===== src/hdl/jsw_pkg.sv =====
// Shared constants and types for the debug port mode switch block.
`default_nettype none

package jsw_pkg;

  // ----------------------------------------------------------------
  // Pin configuration
  // ----------------------------------------------------------------
  // Number of shared debug port pins.
  localparam int unsigned DBG_PINS = 4;
  // Value of the pin configuration fields after any reset.
  localparam logic [3:0] PIN_CFG_RESET = 4'hF;
  // Lock key that opens the port; the value is arbitrary.
  localparam logic [31:0] UNLOCK_KEY = 32'h600D_C0DE;

  // ----------------------------------------------------------------
  // Switch patterns, sent least significant bit first
  // ----------------------------------------------------------------
  localparam logic [15:0] SWITCH_TO_SWD = 16'hE79E;
  localparam logic [15:0] SWITCH_TO_JTAG = 16'hE73C;
  // Mode line values of the TAP walk, bit 0 first; it is the same bit string.
  localparam logic [15:0] PREAMBLE_TMS = 16'hE79E;
  // Index of the last step of the TAP walk.
  localparam logic [3:0] PREAMBLE_LAST = 4'hF;

  // ----------------------------------------------------------------
  // Counts of link clock cycles and of recovery switches
  // ----------------------------------------------------------------
  localparam logic [5:0] TAP_RESET_HIGHS = 6'h05;
  localparam logic [5:0] SWD_LINE_RESET_HIGHS = 6'h32;
  localparam logic [5:0] HIGHS_MAX = 6'h3F;
  localparam logic [3:0] RECOVERY_SWITCHES = 4'hA;

  // ----------------------------------------------------------------
  // Register map, byte addresses
  // ----------------------------------------------------------------
  localparam int unsigned AXI_ADDR_W = 8;
  localparam logic [7:0] OFS_ALT_FUNC = 8'h00;
  localparam logic [7:0] OFS_PULLUP = 8'h04;
  localparam logic [7:0] OFS_DIG_EN = 8'h08;
  localparam logic [7:0] OFS_LOCK = 8'h0C;
  localparam logic [7:0] OFS_COMMIT = 8'h10;
  localparam logic [7:0] OFS_STATUS = 8'h14;
  localparam logic [1:0] RESP_OKAY = 2'h0;
  localparam logic [1:0] RESP_DECERR = 2'h3;

  // ----------------------------------------------------------------
  // Types
  // ----------------------------------------------------------------
  // Register selected by an address.
  typedef enum logic [2:0] {
    SEL_ALT, SEL_PULL, SEL_DEN, SEL_LOCK, SEL_COMMIT, SEL_STATUS, SEL_NONE
  } jsw_reg_sel_type;

  // Progress of the locked-device recovery.
  typedef enum logic [1:0] {PH_IDLE, PH_ERASE, PH_RESTORE} jsw_phase_type;

endpackage : jsw_pkg

`default_nettype wire


===== src/hdl/jsw_mode_switch.sv =====
// Debug port mode switch with pin takeover, commit protection and recovery erase.
//
// Operation
// RQ1 - Any reset restores debug pin configuration defaults.
// RQ2 - Cleared alternate select hands pins to GPIO.
// RQ3 - Protected writes need open lock and commit.
// RQ4 - Ten alternating switches under reset erase flash.
// RQ5 - Probe recovery: hold reset, ten switches, power-cycle.
// RQ6 - Erase completes before nonvolatile defaults restore.
// RQ7 - Probe may omit trailing highs during recovery.
// RQ8 - Preamble counts only when starting in Test-Logic-Reset.
// RQ9 - Completed TAP walk enables SWD, disables JTAG.
// RQ10 - Pattern 0xE79E, LSB first, selects SWD.
// RQ11 - Probe sends fifty highs before each pattern.
// RQ12 - Fifty highs after switch give SWD line reset.
// RQ13 - Pattern 0xE73C, LSB first, selects JTAG.
// RQ14 - Five highs after JTAG switch reach Test-Logic-Reset.
// RQ15 - No debug until alternate select restored.
// RQ16 - TAP chains have no bus-visible registers.
// RQ17 - Five high mode edges force Test-Logic-Reset.
// RQ18 - Last sixteen samples compared against both patterns.
//
// Local design decisions: register access over AXI4-Lite and the register addresses.
`default_nettype none

module jsw_mode_switch (
  input wire logic aclk,
  input wire logic aresetn,
  input wire logic [jsw_pkg::AXI_ADDR_W-1:0] s_axi_awaddr,
  input wire logic s_axi_awvalid,
  output logic s_axi_awready,
  input wire logic [31:0] s_axi_wdata,
  input wire logic [3:0] s_axi_wstrb,
  input wire logic s_axi_wvalid,
  output logic s_axi_wready,
  output logic [1:0] s_axi_bresp,
  output logic s_axi_bvalid,
  input wire logic s_axi_bready,
  input wire logic [jsw_pkg::AXI_ADDR_W-1:0] s_axi_araddr,
  input wire logic s_axi_arvalid,
  output logic s_axi_arready,
  output logic [31:0] s_axi_rdata,
  output logic [1:0] s_axi_rresp,
  output logic s_axi_rvalid,
  input wire logic s_axi_rready,
  input wire logic link_clk_pin,
  input wire logic mode_data_pin,
  input wire logic ext_reset_n_pin,
  input wire logic flash_erase_done,
  input wire logic nv_restore_done,
  output logic [jsw_pkg::DBG_PINS-1:0] pin_digital_enable,
  output logic [jsw_pkg::DBG_PINS-1:0] pin_pullup_select,
  output logic [jsw_pkg::DBG_PINS-1:0] pin_alt_function_select,
  output logic debug_pins_connected,
  output logic swd_enable,
  output logic tap_logic_reset,
  output logic swd_line_reset,
  output logic flash_erase_req,
  output logic nv_restore_req
);

  localparam int unsigned NP = jsw_pkg::DBG_PINS;

  // ----------------------------------------------------------------
  // State
  // ----------------------------------------------------------------
  // Every flip-flop of the block outside the pin synchroniser lives in this one record.
  typedef struct packed {
    logic awready;
    logic wready;
    logic bvalid;
    logic [1:0] bresp;
    logic arready;
    logic rvalid;
    logic [1:0] rresp;
    logic [31:0] rdata;
    logic aw_held;
    logic [jsw_pkg::AXI_ADDR_W-1:0] awaddr;
    logic w_held;
    logic [31:0] wdata;
    logic [3:0] wstrb;
    logic [NP-1:0] afsel;
    logic [NP-1:0] pur;
    logic [NP-1:0] den;
    logic unlocked;
    logic [NP-1:0] commit;
    logic connected;
    logic [15:0] hist;
    logic swd_mode;
    logic [5:0] highs;
    logic tap_tlr;
    logic line_reset;
    logic [3:0] pre_step;
    logic [3:0] rec_count;
    logic rec_expect_swd;
    jsw_pkg::jsw_phase_type phase;
    logic erase_req;
    logic restore_req;
  } jsw_ctrl_state_type;

  jsw_ctrl_state_type st_ff;
  jsw_ctrl_state_type nxt_st;

  // Synchronised pins: mode/data line and the external reset, active low.
  logic [1:0] pins_sync;
  logic tck_rise;
  logic tms_s;
  logic ext_rst_n_s;

  // Combinational helpers of the next-state process.
  logic [15:0] hist_n;
  logic [5:0] highs_n;
  logic to_swd;
  logic to_jtag;
  logic pre_done;
  logic [NP-1:0] allow;
  jsw_pkg::jsw_reg_sel_type sel_w;

  // ----------------------------------------------------------------
  // Functions
  // ----------------------------------------------------------------
  // Map a byte address to a register; shared by the read and write paths.
  function automatic jsw_pkg::jsw_reg_sel_type reg_sel(
    input logic [jsw_pkg::AXI_ADDR_W-1:0] addr
  );
    jsw_pkg::jsw_reg_sel_type s;
    s = jsw_pkg::SEL_NONE;
    if (addr[1:0] == 2'h0) begin
      unique case (addr)
        jsw_pkg::OFS_ALT_FUNC: s = jsw_pkg::SEL_ALT;
        jsw_pkg::OFS_PULLUP: s = jsw_pkg::SEL_PULL;
        jsw_pkg::OFS_DIG_EN: s = jsw_pkg::SEL_DEN;
        jsw_pkg::OFS_LOCK: s = jsw_pkg::SEL_LOCK;
        jsw_pkg::OFS_COMMIT: s = jsw_pkg::SEL_COMMIT;
        jsw_pkg::OFS_STATUS: s = jsw_pkg::SEL_STATUS;
        default: s = jsw_pkg::SEL_NONE;
      endcase
    end
    return s;
  endfunction : reg_sel

  // Only bits opened by the commit mask take the written value.
  function automatic logic [NP-1:0] protect(
    input logic [NP-1:0] old_v,
    input logic [NP-1:0] new_v,
    input logic [NP-1:0] open_v
  );
    return (old_v & ~open_v) | (new_v & open_v);
  endfunction : protect

  // ----------------------------------------------------------------
  // Pin synchroniser
  // ----------------------------------------------------------------
  jsw_pin_sync #(
    .WIDTH(2)
  ) u_pin_sync (
    .aclk(aclk),
    .aresetn(aresetn),
    .clk_pin(link_clk_pin),
    .data_pins({ext_reset_n_pin, mode_data_pin}),
    .data_sync(pins_sync),
    .clk_rise(tck_rise)
  );

  assign tms_s = pins_sync[0];
  assign ext_rst_n_s = pins_sync[1];

  // ----------------------------------------------------------------
  // Next state
  // ----------------------------------------------------------------
  // Bus slave, pin configuration, link decoding and recovery in one pass.
  always_comb begin
    nxt_st = st_ff;
    hist_n = {tms_s, st_ff.hist[15:1]};
    highs_n = '0;
    to_swd = 1'b0;
    to_jtag = 1'b0;
    pre_done = 1'b0;
    allow = st_ff.unlocked ? st_ff.commit : '0;
    sel_w = reg_sel(st_ff.awaddr);

    // Commit a write once address and data are both held.
    if (st_ff.aw_held && st_ff.w_held && !st_ff.bvalid) begin
      nxt_st.aw_held = 1'b0;
      nxt_st.w_held = 1'b0;
      nxt_st.bvalid = 1'b1;
      nxt_st.bresp = (sel_w == jsw_pkg::SEL_NONE) ? jsw_pkg::RESP_DECERR : jsw_pkg::RESP_OKAY;
      if (st_ff.wstrb[0]) begin
        unique case (sel_w)
          jsw_pkg::SEL_ALT: nxt_st.afsel = protect(st_ff.afsel, st_ff.wdata[NP-1:0], allow); // [RQ3]
          jsw_pkg::SEL_PULL: nxt_st.pur = protect(st_ff.pur, st_ff.wdata[NP-1:0], allow); // [RQ3]
          jsw_pkg::SEL_DEN: nxt_st.den = protect(st_ff.den, st_ff.wdata[NP-1:0], allow); // [RQ3]
          // Any value but the key closes the lock again.
          jsw_pkg::SEL_LOCK: nxt_st.unlocked = (st_ff.wdata == jsw_pkg::UNLOCK_KEY);
          jsw_pkg::SEL_COMMIT: begin
            if (st_ff.unlocked) begin
              nxt_st.commit = st_ff.wdata[NP-1:0]; // [RQ3]
            end
          end
          jsw_pkg::SEL_STATUS, jsw_pkg::SEL_NONE: begin
            // Read-only or unmapped: nothing is stored.
          end
        endcase
      end
    end

    // Take address and data in either order.
    if (s_axi_awvalid && st_ff.awready) begin
      nxt_st.aw_held = 1'b1;
      nxt_st.awaddr = s_axi_awaddr;
    end
    if (s_axi_wvalid && st_ff.wready) begin
      nxt_st.w_held = 1'b1;
      nxt_st.wdata = s_axi_wdata;
      nxt_st.wstrb = s_axi_wstrb;
    end
    if (st_ff.bvalid && s_axi_bready) begin
      nxt_st.bvalid = 1'b0;
    end

    // Reads answer one cycle after the address is taken.
    if (st_ff.rvalid && s_axi_rready) begin
      nxt_st.rvalid = 1'b0;
    end
    if (s_axi_arvalid && st_ff.arready) begin
      nxt_st.rvalid = 1'b1;
      nxt_st.rresp = jsw_pkg::RESP_OKAY;
      unique case (reg_sel(s_axi_araddr))
        jsw_pkg::SEL_ALT: nxt_st.rdata = {28'h0000000, st_ff.afsel};
        jsw_pkg::SEL_PULL: nxt_st.rdata = {28'h0000000, st_ff.pur};
        jsw_pkg::SEL_DEN: nxt_st.rdata = {28'h0000000, st_ff.den};
        jsw_pkg::SEL_LOCK: nxt_st.rdata = {31'h00000000, !st_ff.unlocked};
        jsw_pkg::SEL_COMMIT: nxt_st.rdata = {28'h0000000, st_ff.commit};
        jsw_pkg::SEL_STATUS: begin
          nxt_st.rdata = {20'h00000, st_ff.rec_count, 2'h0, st_ff.restore_req,
                          st_ff.erase_req, st_ff.line_reset, st_ff.tap_tlr,
                          st_ff.connected, st_ff.swd_mode};
        end
        jsw_pkg::SEL_NONE: begin
          // The scan chains have no address; everything else decodes here.
          nxt_st.rdata = 32'h00000000; // [RQ16]
          nxt_st.rresp = jsw_pkg::RESP_DECERR;
        end
      endcase
    end

    // A held external reset forces the debug configuration over software.
    if (!ext_rst_n_s) begin
      nxt_st.afsel = jsw_pkg::PIN_CFG_RESET; // [RQ1]
      nxt_st.pur = jsw_pkg::PIN_CFG_RESET; // [RQ1]
      nxt_st.den = jsw_pkg::PIN_CFG_RESET; // [RQ1]
      nxt_st.unlocked = 1'b0;
      nxt_st.commit = '0;
    end
    // Debug needs all four pins on their alternate function.
    nxt_st.connected = &nxt_st.afsel; // [RQ2] [RQ15]

    // Link decoding, only while the pins belong to the debug port.
    if (tck_rise && st_ff.connected) begin // [RQ15]
      nxt_st.hist = hist_n; // [RQ18]
      highs_n = !tms_s ? 6'h00 : (st_ff.highs == jsw_pkg::HIGHS_MAX) ? st_ff.highs
                : st_ff.highs + 6'h01;
      to_swd = (hist_n == jsw_pkg::SWITCH_TO_SWD); // [RQ10] [RQ18]
      to_jtag = (hist_n == jsw_pkg::SWITCH_TO_JTAG); // [RQ13] [RQ18]
      // The TAP walk only starts from Test-Logic-Reset.
      if (tms_s != jsw_pkg::PREAMBLE_TMS[st_ff.pre_step]) begin
        nxt_st.pre_step = 4'h0;
      end else if (st_ff.pre_step == 4'h0 && !st_ff.tap_tlr) begin
        nxt_st.pre_step = 4'h0; // [RQ8]
      end else if (st_ff.pre_step == jsw_pkg::PREAMBLE_LAST) begin
        nxt_st.pre_step = 4'h0;
        pre_done = 1'b1; // [RQ9]
      end else begin
        nxt_st.pre_step = st_ff.pre_step + 4'h1; // [RQ9]
      end
      // A switch restarts the high count so the tail is counted afresh.
      if (to_swd || pre_done) begin
        nxt_st.swd_mode = 1'b1; // [RQ9] [RQ10]
        highs_n = '0;
      end else if (to_jtag) begin
        nxt_st.swd_mode = 1'b0; // [RQ13]
        highs_n = '0;
      end
      nxt_st.highs = highs_n;
      nxt_st.tap_tlr = tms_s && (st_ff.tap_tlr || highs_n >= jsw_pkg::TAP_RESET_HIGHS); // [RQ17]
      nxt_st.line_reset = nxt_st.swd_mode && highs_n >= jsw_pkg::SWD_LINE_RESET_HIGHS; // [RQ12]
    end

    // Recovery: count switches in turn while the reset pin is held low.
    if (!ext_rst_n_s) begin
      if ((to_swd && st_ff.rec_expect_swd) || (to_jtag && !st_ff.rec_expect_swd)) begin
        if (st_ff.rec_count != jsw_pkg::RECOVERY_SWITCHES) begin
          nxt_st.rec_count = st_ff.rec_count + 4'h1; // [RQ4]
          nxt_st.rec_expect_swd = !st_ff.rec_expect_swd;
          if (nxt_st.rec_count == jsw_pkg::RECOVERY_SWITCHES &&
              st_ff.phase == jsw_pkg::PH_IDLE) begin
            nxt_st.phase = jsw_pkg::PH_ERASE;
            nxt_st.erase_req = 1'b1; // [RQ4]
          end
        end
      end
    end else begin
      nxt_st.rec_count = 4'h0;
      nxt_st.rec_expect_swd = 1'b1;
    end

    // Erase first, and only then restore the nonvolatile defaults.
    unique case (st_ff.phase)
      jsw_pkg::PH_IDLE: begin
      end
      jsw_pkg::PH_ERASE: begin
        if (flash_erase_done) begin
          nxt_st.erase_req = 1'b0;
          nxt_st.restore_req = 1'b1; // [RQ6]
          nxt_st.phase = jsw_pkg::PH_RESTORE;
        end
      end
      jsw_pkg::PH_RESTORE: begin
        if (nv_restore_done) begin
          nxt_st.restore_req = 1'b0;
          nxt_st.phase = jsw_pkg::PH_IDLE;
        end
      end
      default: begin
        nxt_st.phase = jsw_pkg::PH_IDLE;
      end
    endcase

    // Ready only while nothing is held or waiting for its answer.
    nxt_st.awready = !nxt_st.aw_held && !nxt_st.bvalid;
    nxt_st.wready = !nxt_st.w_held && !nxt_st.bvalid;
    nxt_st.arready = !nxt_st.rvalid;
  end

  // ----------------------------------------------------------------
  // State register
  // ----------------------------------------------------------------
  // Reset puts the pins on the debug port and the TAP in Test-Logic-Reset.
  always_ff @(posedge aclk) begin
    if (!aresetn) begin
      st_ff <= '0;
      st_ff.afsel <= jsw_pkg::PIN_CFG_RESET; // [RQ1]
      st_ff.pur <= jsw_pkg::PIN_CFG_RESET; // [RQ1]
      st_ff.den <= jsw_pkg::PIN_CFG_RESET; // [RQ1]
      st_ff.connected <= 1'b1;
      st_ff.tap_tlr <= 1'b1;
      st_ff.rec_expect_swd <= 1'b1;
      st_ff.phase <= jsw_pkg::PH_IDLE;
    end else begin
      st_ff <= nxt_st;
    end
  end

  // ----------------------------------------------------------------
  // Outputs, all straight from the state register
  // ----------------------------------------------------------------
  assign s_axi_awready = st_ff.awready;
  assign s_axi_wready = st_ff.wready;
  assign s_axi_bresp = st_ff.bresp;
  assign s_axi_bvalid = st_ff.bvalid;
  assign s_axi_arready = st_ff.arready;
  assign s_axi_rdata = st_ff.rdata;
  assign s_axi_rresp = st_ff.rresp;
  assign s_axi_rvalid = st_ff.rvalid;
  assign pin_digital_enable = st_ff.den;
  assign pin_pullup_select = st_ff.pur;
  assign pin_alt_function_select = st_ff.afsel;
  assign debug_pins_connected = st_ff.connected;
  assign swd_enable = st_ff.swd_mode;
  assign tap_logic_reset = st_ff.tap_tlr;
  assign swd_line_reset = st_ff.line_reset;
  assign flash_erase_req = st_ff.erase_req;
  assign nv_restore_req = st_ff.restore_req;
endmodule : jsw_mode_switch

`default_nettype wire


===== src/hdl/jsw_pin_sync.sv =====
// Two-stage synchroniser for the link pins with rising edge detect of the link clock.
`default_nettype none

module jsw_pin_sync #(
  parameter int unsigned WIDTH = 2
) (
  input wire logic aclk,
  input wire logic aresetn,
  input wire logic clk_pin,
  input wire logic [WIDTH-1:0] data_pins,
  output logic [WIDTH-1:0] data_sync,
  output logic clk_rise
);

  // ----------------------------------------------------------------
  // State
  // ----------------------------------------------------------------
  // The first stage feeds only the second stage; edge logic reads stage two.
  typedef struct packed {
    logic [WIDTH:0] meta;
    logic [WIDTH:0] sync;
    logic clk_prev;
  } jsw_sync_state_type;

  jsw_sync_state_type st_ff;
  jsw_sync_state_type nxt_st;

  // Next state: shift both stages and remember the settled clock level.
  always_comb begin
    nxt_st = st_ff;
    nxt_st.meta = {clk_pin, data_pins};
    nxt_st.sync = st_ff.meta;
    nxt_st.clk_prev = st_ff.sync[WIDTH];
  end

  // Register the state; a synchronous reset loads constants only.
  always_ff @(posedge aclk) begin
    if (!aresetn) begin
      st_ff <= '0;
    end else begin
      st_ff <= nxt_st;
    end
  end

  // Data is aligned with the clock so a sample at the edge sees settled data.
  assign data_sync = st_ff.sync[WIDTH-1:0];
  assign clk_rise = st_ff.sync[WIDTH] & ~st_ff.clk_prev;

endmodule : jsw_pin_sync

`default_nettype wire


===== config.mk =====
export PLATFORM = sky130hd
export DESIGN_NAME = jsw_mode_switch
export DESIGN_NICKNAME = d
export VERILOG_FILES = /design/src/hdl/jsw_pkg.sv /design/src/hdl/jsw_mode_switch.sv /design/src/hdl/jsw_pin_sync.sv
export SDC_FILE = /design/constraint.sdc
export NUM_CORES = 1
export LEC_CHECK = 0
export BUFFER_PORTS_ARGS = -buffer_cell sky130_fd_sc_hd__clkbuf_2
export CAP_MARGIN = 20
export CORE_ASPECT_RATIO = 1.1
export CORE_MARGIN = 4
export CORE_UTILIZATION = 55
export CTS_CLUSTER_SIZE = 25
export DETAILED_ROUTE_END_ITERATION = 6
export PLACE_DENSITY = 0.9
export SETUP_SLACK_MARGIN = 0.3
export SYNTH_ARGS = -nofsm -noshare
export SYNTH_HDL_FRONTEND = slang
export SYNTH_SLANG_ARGS = --single-unit

===== constraint.sdc =====
create_clock -name aclk -period 4 [get_ports aclk]
set_input_delay 0.8 -clock aclk [delete_from_list [all_inputs] [get_ports aclk]]
set_output_delay 0.8 -clock aclk [all_outputs]
set_load 0.05 [all_outputs]

==> flow_summary.toml <==
[run_status]
outcome = "finished, final reports clean"

[floorplan]
start_util_pct = 56.82
ios = 123
rows = 38
die_h_um = 114.3
core_um2 = 9937
design.die.area_um2 = 11950
die_x_um = 104.6

[logic_synthesis]
async_flop_share_pct = 0
synth-warning-count = 0
synth_area_um2 = 5647
synthFlopType = "dfxtp_1"
netlist-cell-type-count = 60
synth-seq-area-share_pct = 43.61
synth_edf_count = 0
syn_inst = 703
avgSynthCellArea_um2 = 8.032
synth-seq-cells = 123

[drt]
drc_errors = 0
num_vias = 4911
wirelength_um = 12550
drtPass1Iterations = 7
routedWlPerCell_um = 14.04
vias_per_cell = 5.493
met2_length_um = 6379
top_layer_used = "met4"
wl_met1_um = 5179
ant_nets = 0
dr.first_iter.drc_count = 303
wl_met3_um = 704

[final_layout]
seq_area_um2 = 2462
diodes = 0
area_growth_syn_to_layout_pct = 15.82
finalInstanceArea_um2 = 6540
fillCellCount = 804
layoutNonFillerInstCount = 894
finalNetCount = 833
multi_input_comb_area_um2 = 2696
drive_above_1_share_pct = 19.51

[setup_path]
cpMaxStageDelayCell = "dfxtp_1"
worstSetupStartpointType = "register"
crit_path_end_kind = "register"
path_buf_inv = 1
reg2regPathDepth = 7
max_stage_delay_ns = 0.44
crit_chain = "nand3b_1 > buf_4 > a22oi_1 > nor2_1 > ha_1 > or3_1 > o221ai_1"
cp_top_family = "simple AND/OR/NAND/NOR gates"
worst-setup-path-type = "register to register"
critPathRequiredTime_ns = 4.43
cp_max_fo = 18
path_depth = 7
worstPathArrival_ns = 2.80

[power_and_ir_drop]
seqPwrFrac_pct = 41.8
internal_power_uw = 2330
pwr-share-comb_pct = 7.3
power_switching_uw = 740.0
p_total_uw = 3070
power_density_nw_per_um2 = 469.4
ir_drop_uv = 342.4
power.share.clock_pct = 50.9
power_leakage_uw = 0.002593
netSwitchingFraction_pct = 24.11

[clock_network]
ctsResizeCount = 0
ctsHoldBuffers = 0
cts_buffers = 17
cts_max_path_buffers = 2
clkTransAtPathRegs_ns = 0.06
cts-htree-levels = 4
ctsRootBufferMaster = "clkbuf_8"
cts_sinks = 123
post_cts_buffers = 0
cts_tree = "done"
clk_latency_ns = 0.52

[placement]
dpl.hpwl_um = 8335
io_buffers = 97
placed_area_um2 = 5881
placedCellCount = 860
dpl_worst_slack_ns = 1.388
globalplace.congestion = 0.8771

[global_route]
grt_pass1_vias = 4690
grt_overflow = 0
grt_antenna_before_repair = 0
track_usage_pct = 21.34
grt_max_degree = 49
grt_pass1_wl_um = 20940

[timing]
rsz0062_at_grt = "false"
fin_crit_ns = 2.365
hold_viol = 0
worst_pin_slew_ns = 0.7816
fmax_mhz = 422.8
slew_viol_final = 0
slew_headroom_pct = 47.89
skew_ns = 0.01232
setup_viol = 0
finalSetupTns_ns = 0
post-route-period-util_pct = 59.12
layout_setup_ws_ns = 1.635

[worst_hold_path]
holdPathStages = 1
hold_class = "register to register"

[flow_run]
maxCapViolations = 0
-- kinds of logic after synthesis --
| family | share of synthesized area [%] |
|---|---|
| AOI/OAI and AO/OA | 14.98 |
| xor gates and xnor gates | 1.241 |
| adders and majority gates | 1.773 |
| buffers and inverters | 10.04 |
| DFF | 43.61 |
| muxes | 2.726 |
| other | 0.06641 |
| and+or+nand+nor | 25.57 |
-- cell usage in the layout (no fill, tap or decap), types with 3 or more instances in the layout --
| cell type | synthesis | final |
|---|---|---|
| a31oi_1 | 3 | 3 |
| clkbuf_16 | 0 | 16 |
| nand3b_1 | 3 | 3 |
| nor4b_1 | 4 | 4 |
| nand2b_1 | 9 | 9 |
| clkbuf_8 | 0 | 4 |
| ha_1 | 8 | 8 |
| inv_6 | 0 | 3 |
| conb_1 | 1 | 22 |
| a22oi_1 | 7 | 7 |
| nand3_1 | 20 | 20 |
| o21ai_0 | 20 | 20 |
| bufinv_16 | 0 | 3 |
| a21oi_1 | 88 | 88 |
| nand4_1 | 7 | 7 |
| nor2_1 | 50 | 50 |
| xnor2_1 | 6 | 6 |
| clkinv_4 | 0 | 3 |
| nor3_1 | 9 | 9 |
| inv_1 | 18 | 18 |
| dfxtp_1 | 123 | 123 |
| and3_1 | 5 | 5 |
| or3b_2 | 3 | 3 |
| nor4_1 | 6 | 6 |
| a221oi_1 | 3 | 3 |
| mux2i_1 | 12 | 12 |
| nand2_1 | 155 | 155 |
| clkbuf_2 | 0 | 97 |
| and2_1 | 11 | 11 |
| nor2b_1 | 4 | 4 |
-- cells in the mapped netlist, types with 2 or more instances --
master      n  area share (%)
nor4_1      6            0.66
buf_4      48             6.4
a32oi_1     2            0.31
nor2b_1     4            0.44
or3_1       2            0.22
nand4_1     7            0.78
o41ai_1     2            0.31
o32ai_1     2            0.31
o22ai_1     2            0.22
dfxtp_1   123              44
xnor2_1     6            0.93
nor3_1      9            0.80
and2_1     11             1.2
nand3b_1    3            0.40
a211oi_1    2            0.27
a41oi_1     2            0.31
buf_2       3            0.27
nand2_1   155              10
a21oi_1    88             7.8
buf_1       6            0.40
or3b_2      3            0.47
nand2b_1    9             1.0
and3_1      5            0.55
ha_1        8             1.8
mux2i_1    12             2.1
nor4_4      2            0.75
and3b_1     2            0.31
a221oi_1    3            0.47
nor2_1     50             3.3
nor4b_1     4            0.62
nor3_2      2            0.35
a31oi_1     3            0.33
xor2_1      2            0.31
inv_1      18             1.2
nand4b_1    2            0.31
o21ai_0    20             1.8
clkbuf_1   26             1.7
nand3_1    20             1.8
o211ai_1    2            0.27
a22oi_1     7            0.93
-- registers in the layout (all words and copies together), names as in the netlist, 2 cells and up, named ones only --
| register | count |
|---|---|
| s_axi_rdata | 10 |
| u_pin_sync.data_sync | 2 |
| u_pin_sync.nxt_st | 4 |
| pin_alt_function_select | 4 |
| st_ff | 65 |
| hist_n | 15 |
-- power by group through the flow --
stage	clock, µW	combinational (µW)	sequential (µW)
final	1560	225	1280
after global placement	0	214	1310
after global routing	1650	248	1290
after detailed placement	0	217	1310
after CTS	1580	219	1280
after floorplan	0	173	1310
-- layer usage --
layer / track usage, % / vias to the layer above
li1: - / 2453
met1: 25.14 / 2270
met2: 37.21 / 165
met3: 4.399 / 23
met4: 10.50 / 0
met5: 0 / -
-- metrics by stage --
stage / hold WS [ns] / utilization (%)
3_3_place_gp: 0.4171 / 59.18
4_1_cts: 0.4382 / 65.39
6_report: 0.4326 / 65.81
5_1_grt: 0.4672 / 65.81
2_1_floorplan: 0.4119 / -
3_5_place_dp: 0.4203 / 59.18
-- final cells by class --
class                   instances  share of cell area [%]
well taps                     120                   2.296
clock inverters                11                   2.411
multi-input cells             499                   41.23
inverters                      19                   1.090
clock buffers                  21                   7.021
flip-flops and latches        123                   37.65
repair buffers                101                   8.303
-- final timing paths --
kind / to / slack [ns] / start
hold reg to reg: u_pin_sync.data_sync[0] / 0.43 / u_pin_sync.nxt_st[1]
setup reg to reg: register / 1.64 / debug_pins_connected
setup / recovery: register / 1.64 / debug_pins_connected
hold / removal: u_pin_sync.data_sync[0] / 0.43 / u_pin_sync.nxt_st[1]
Note: power is estimated with default switching activity, not from simulation.
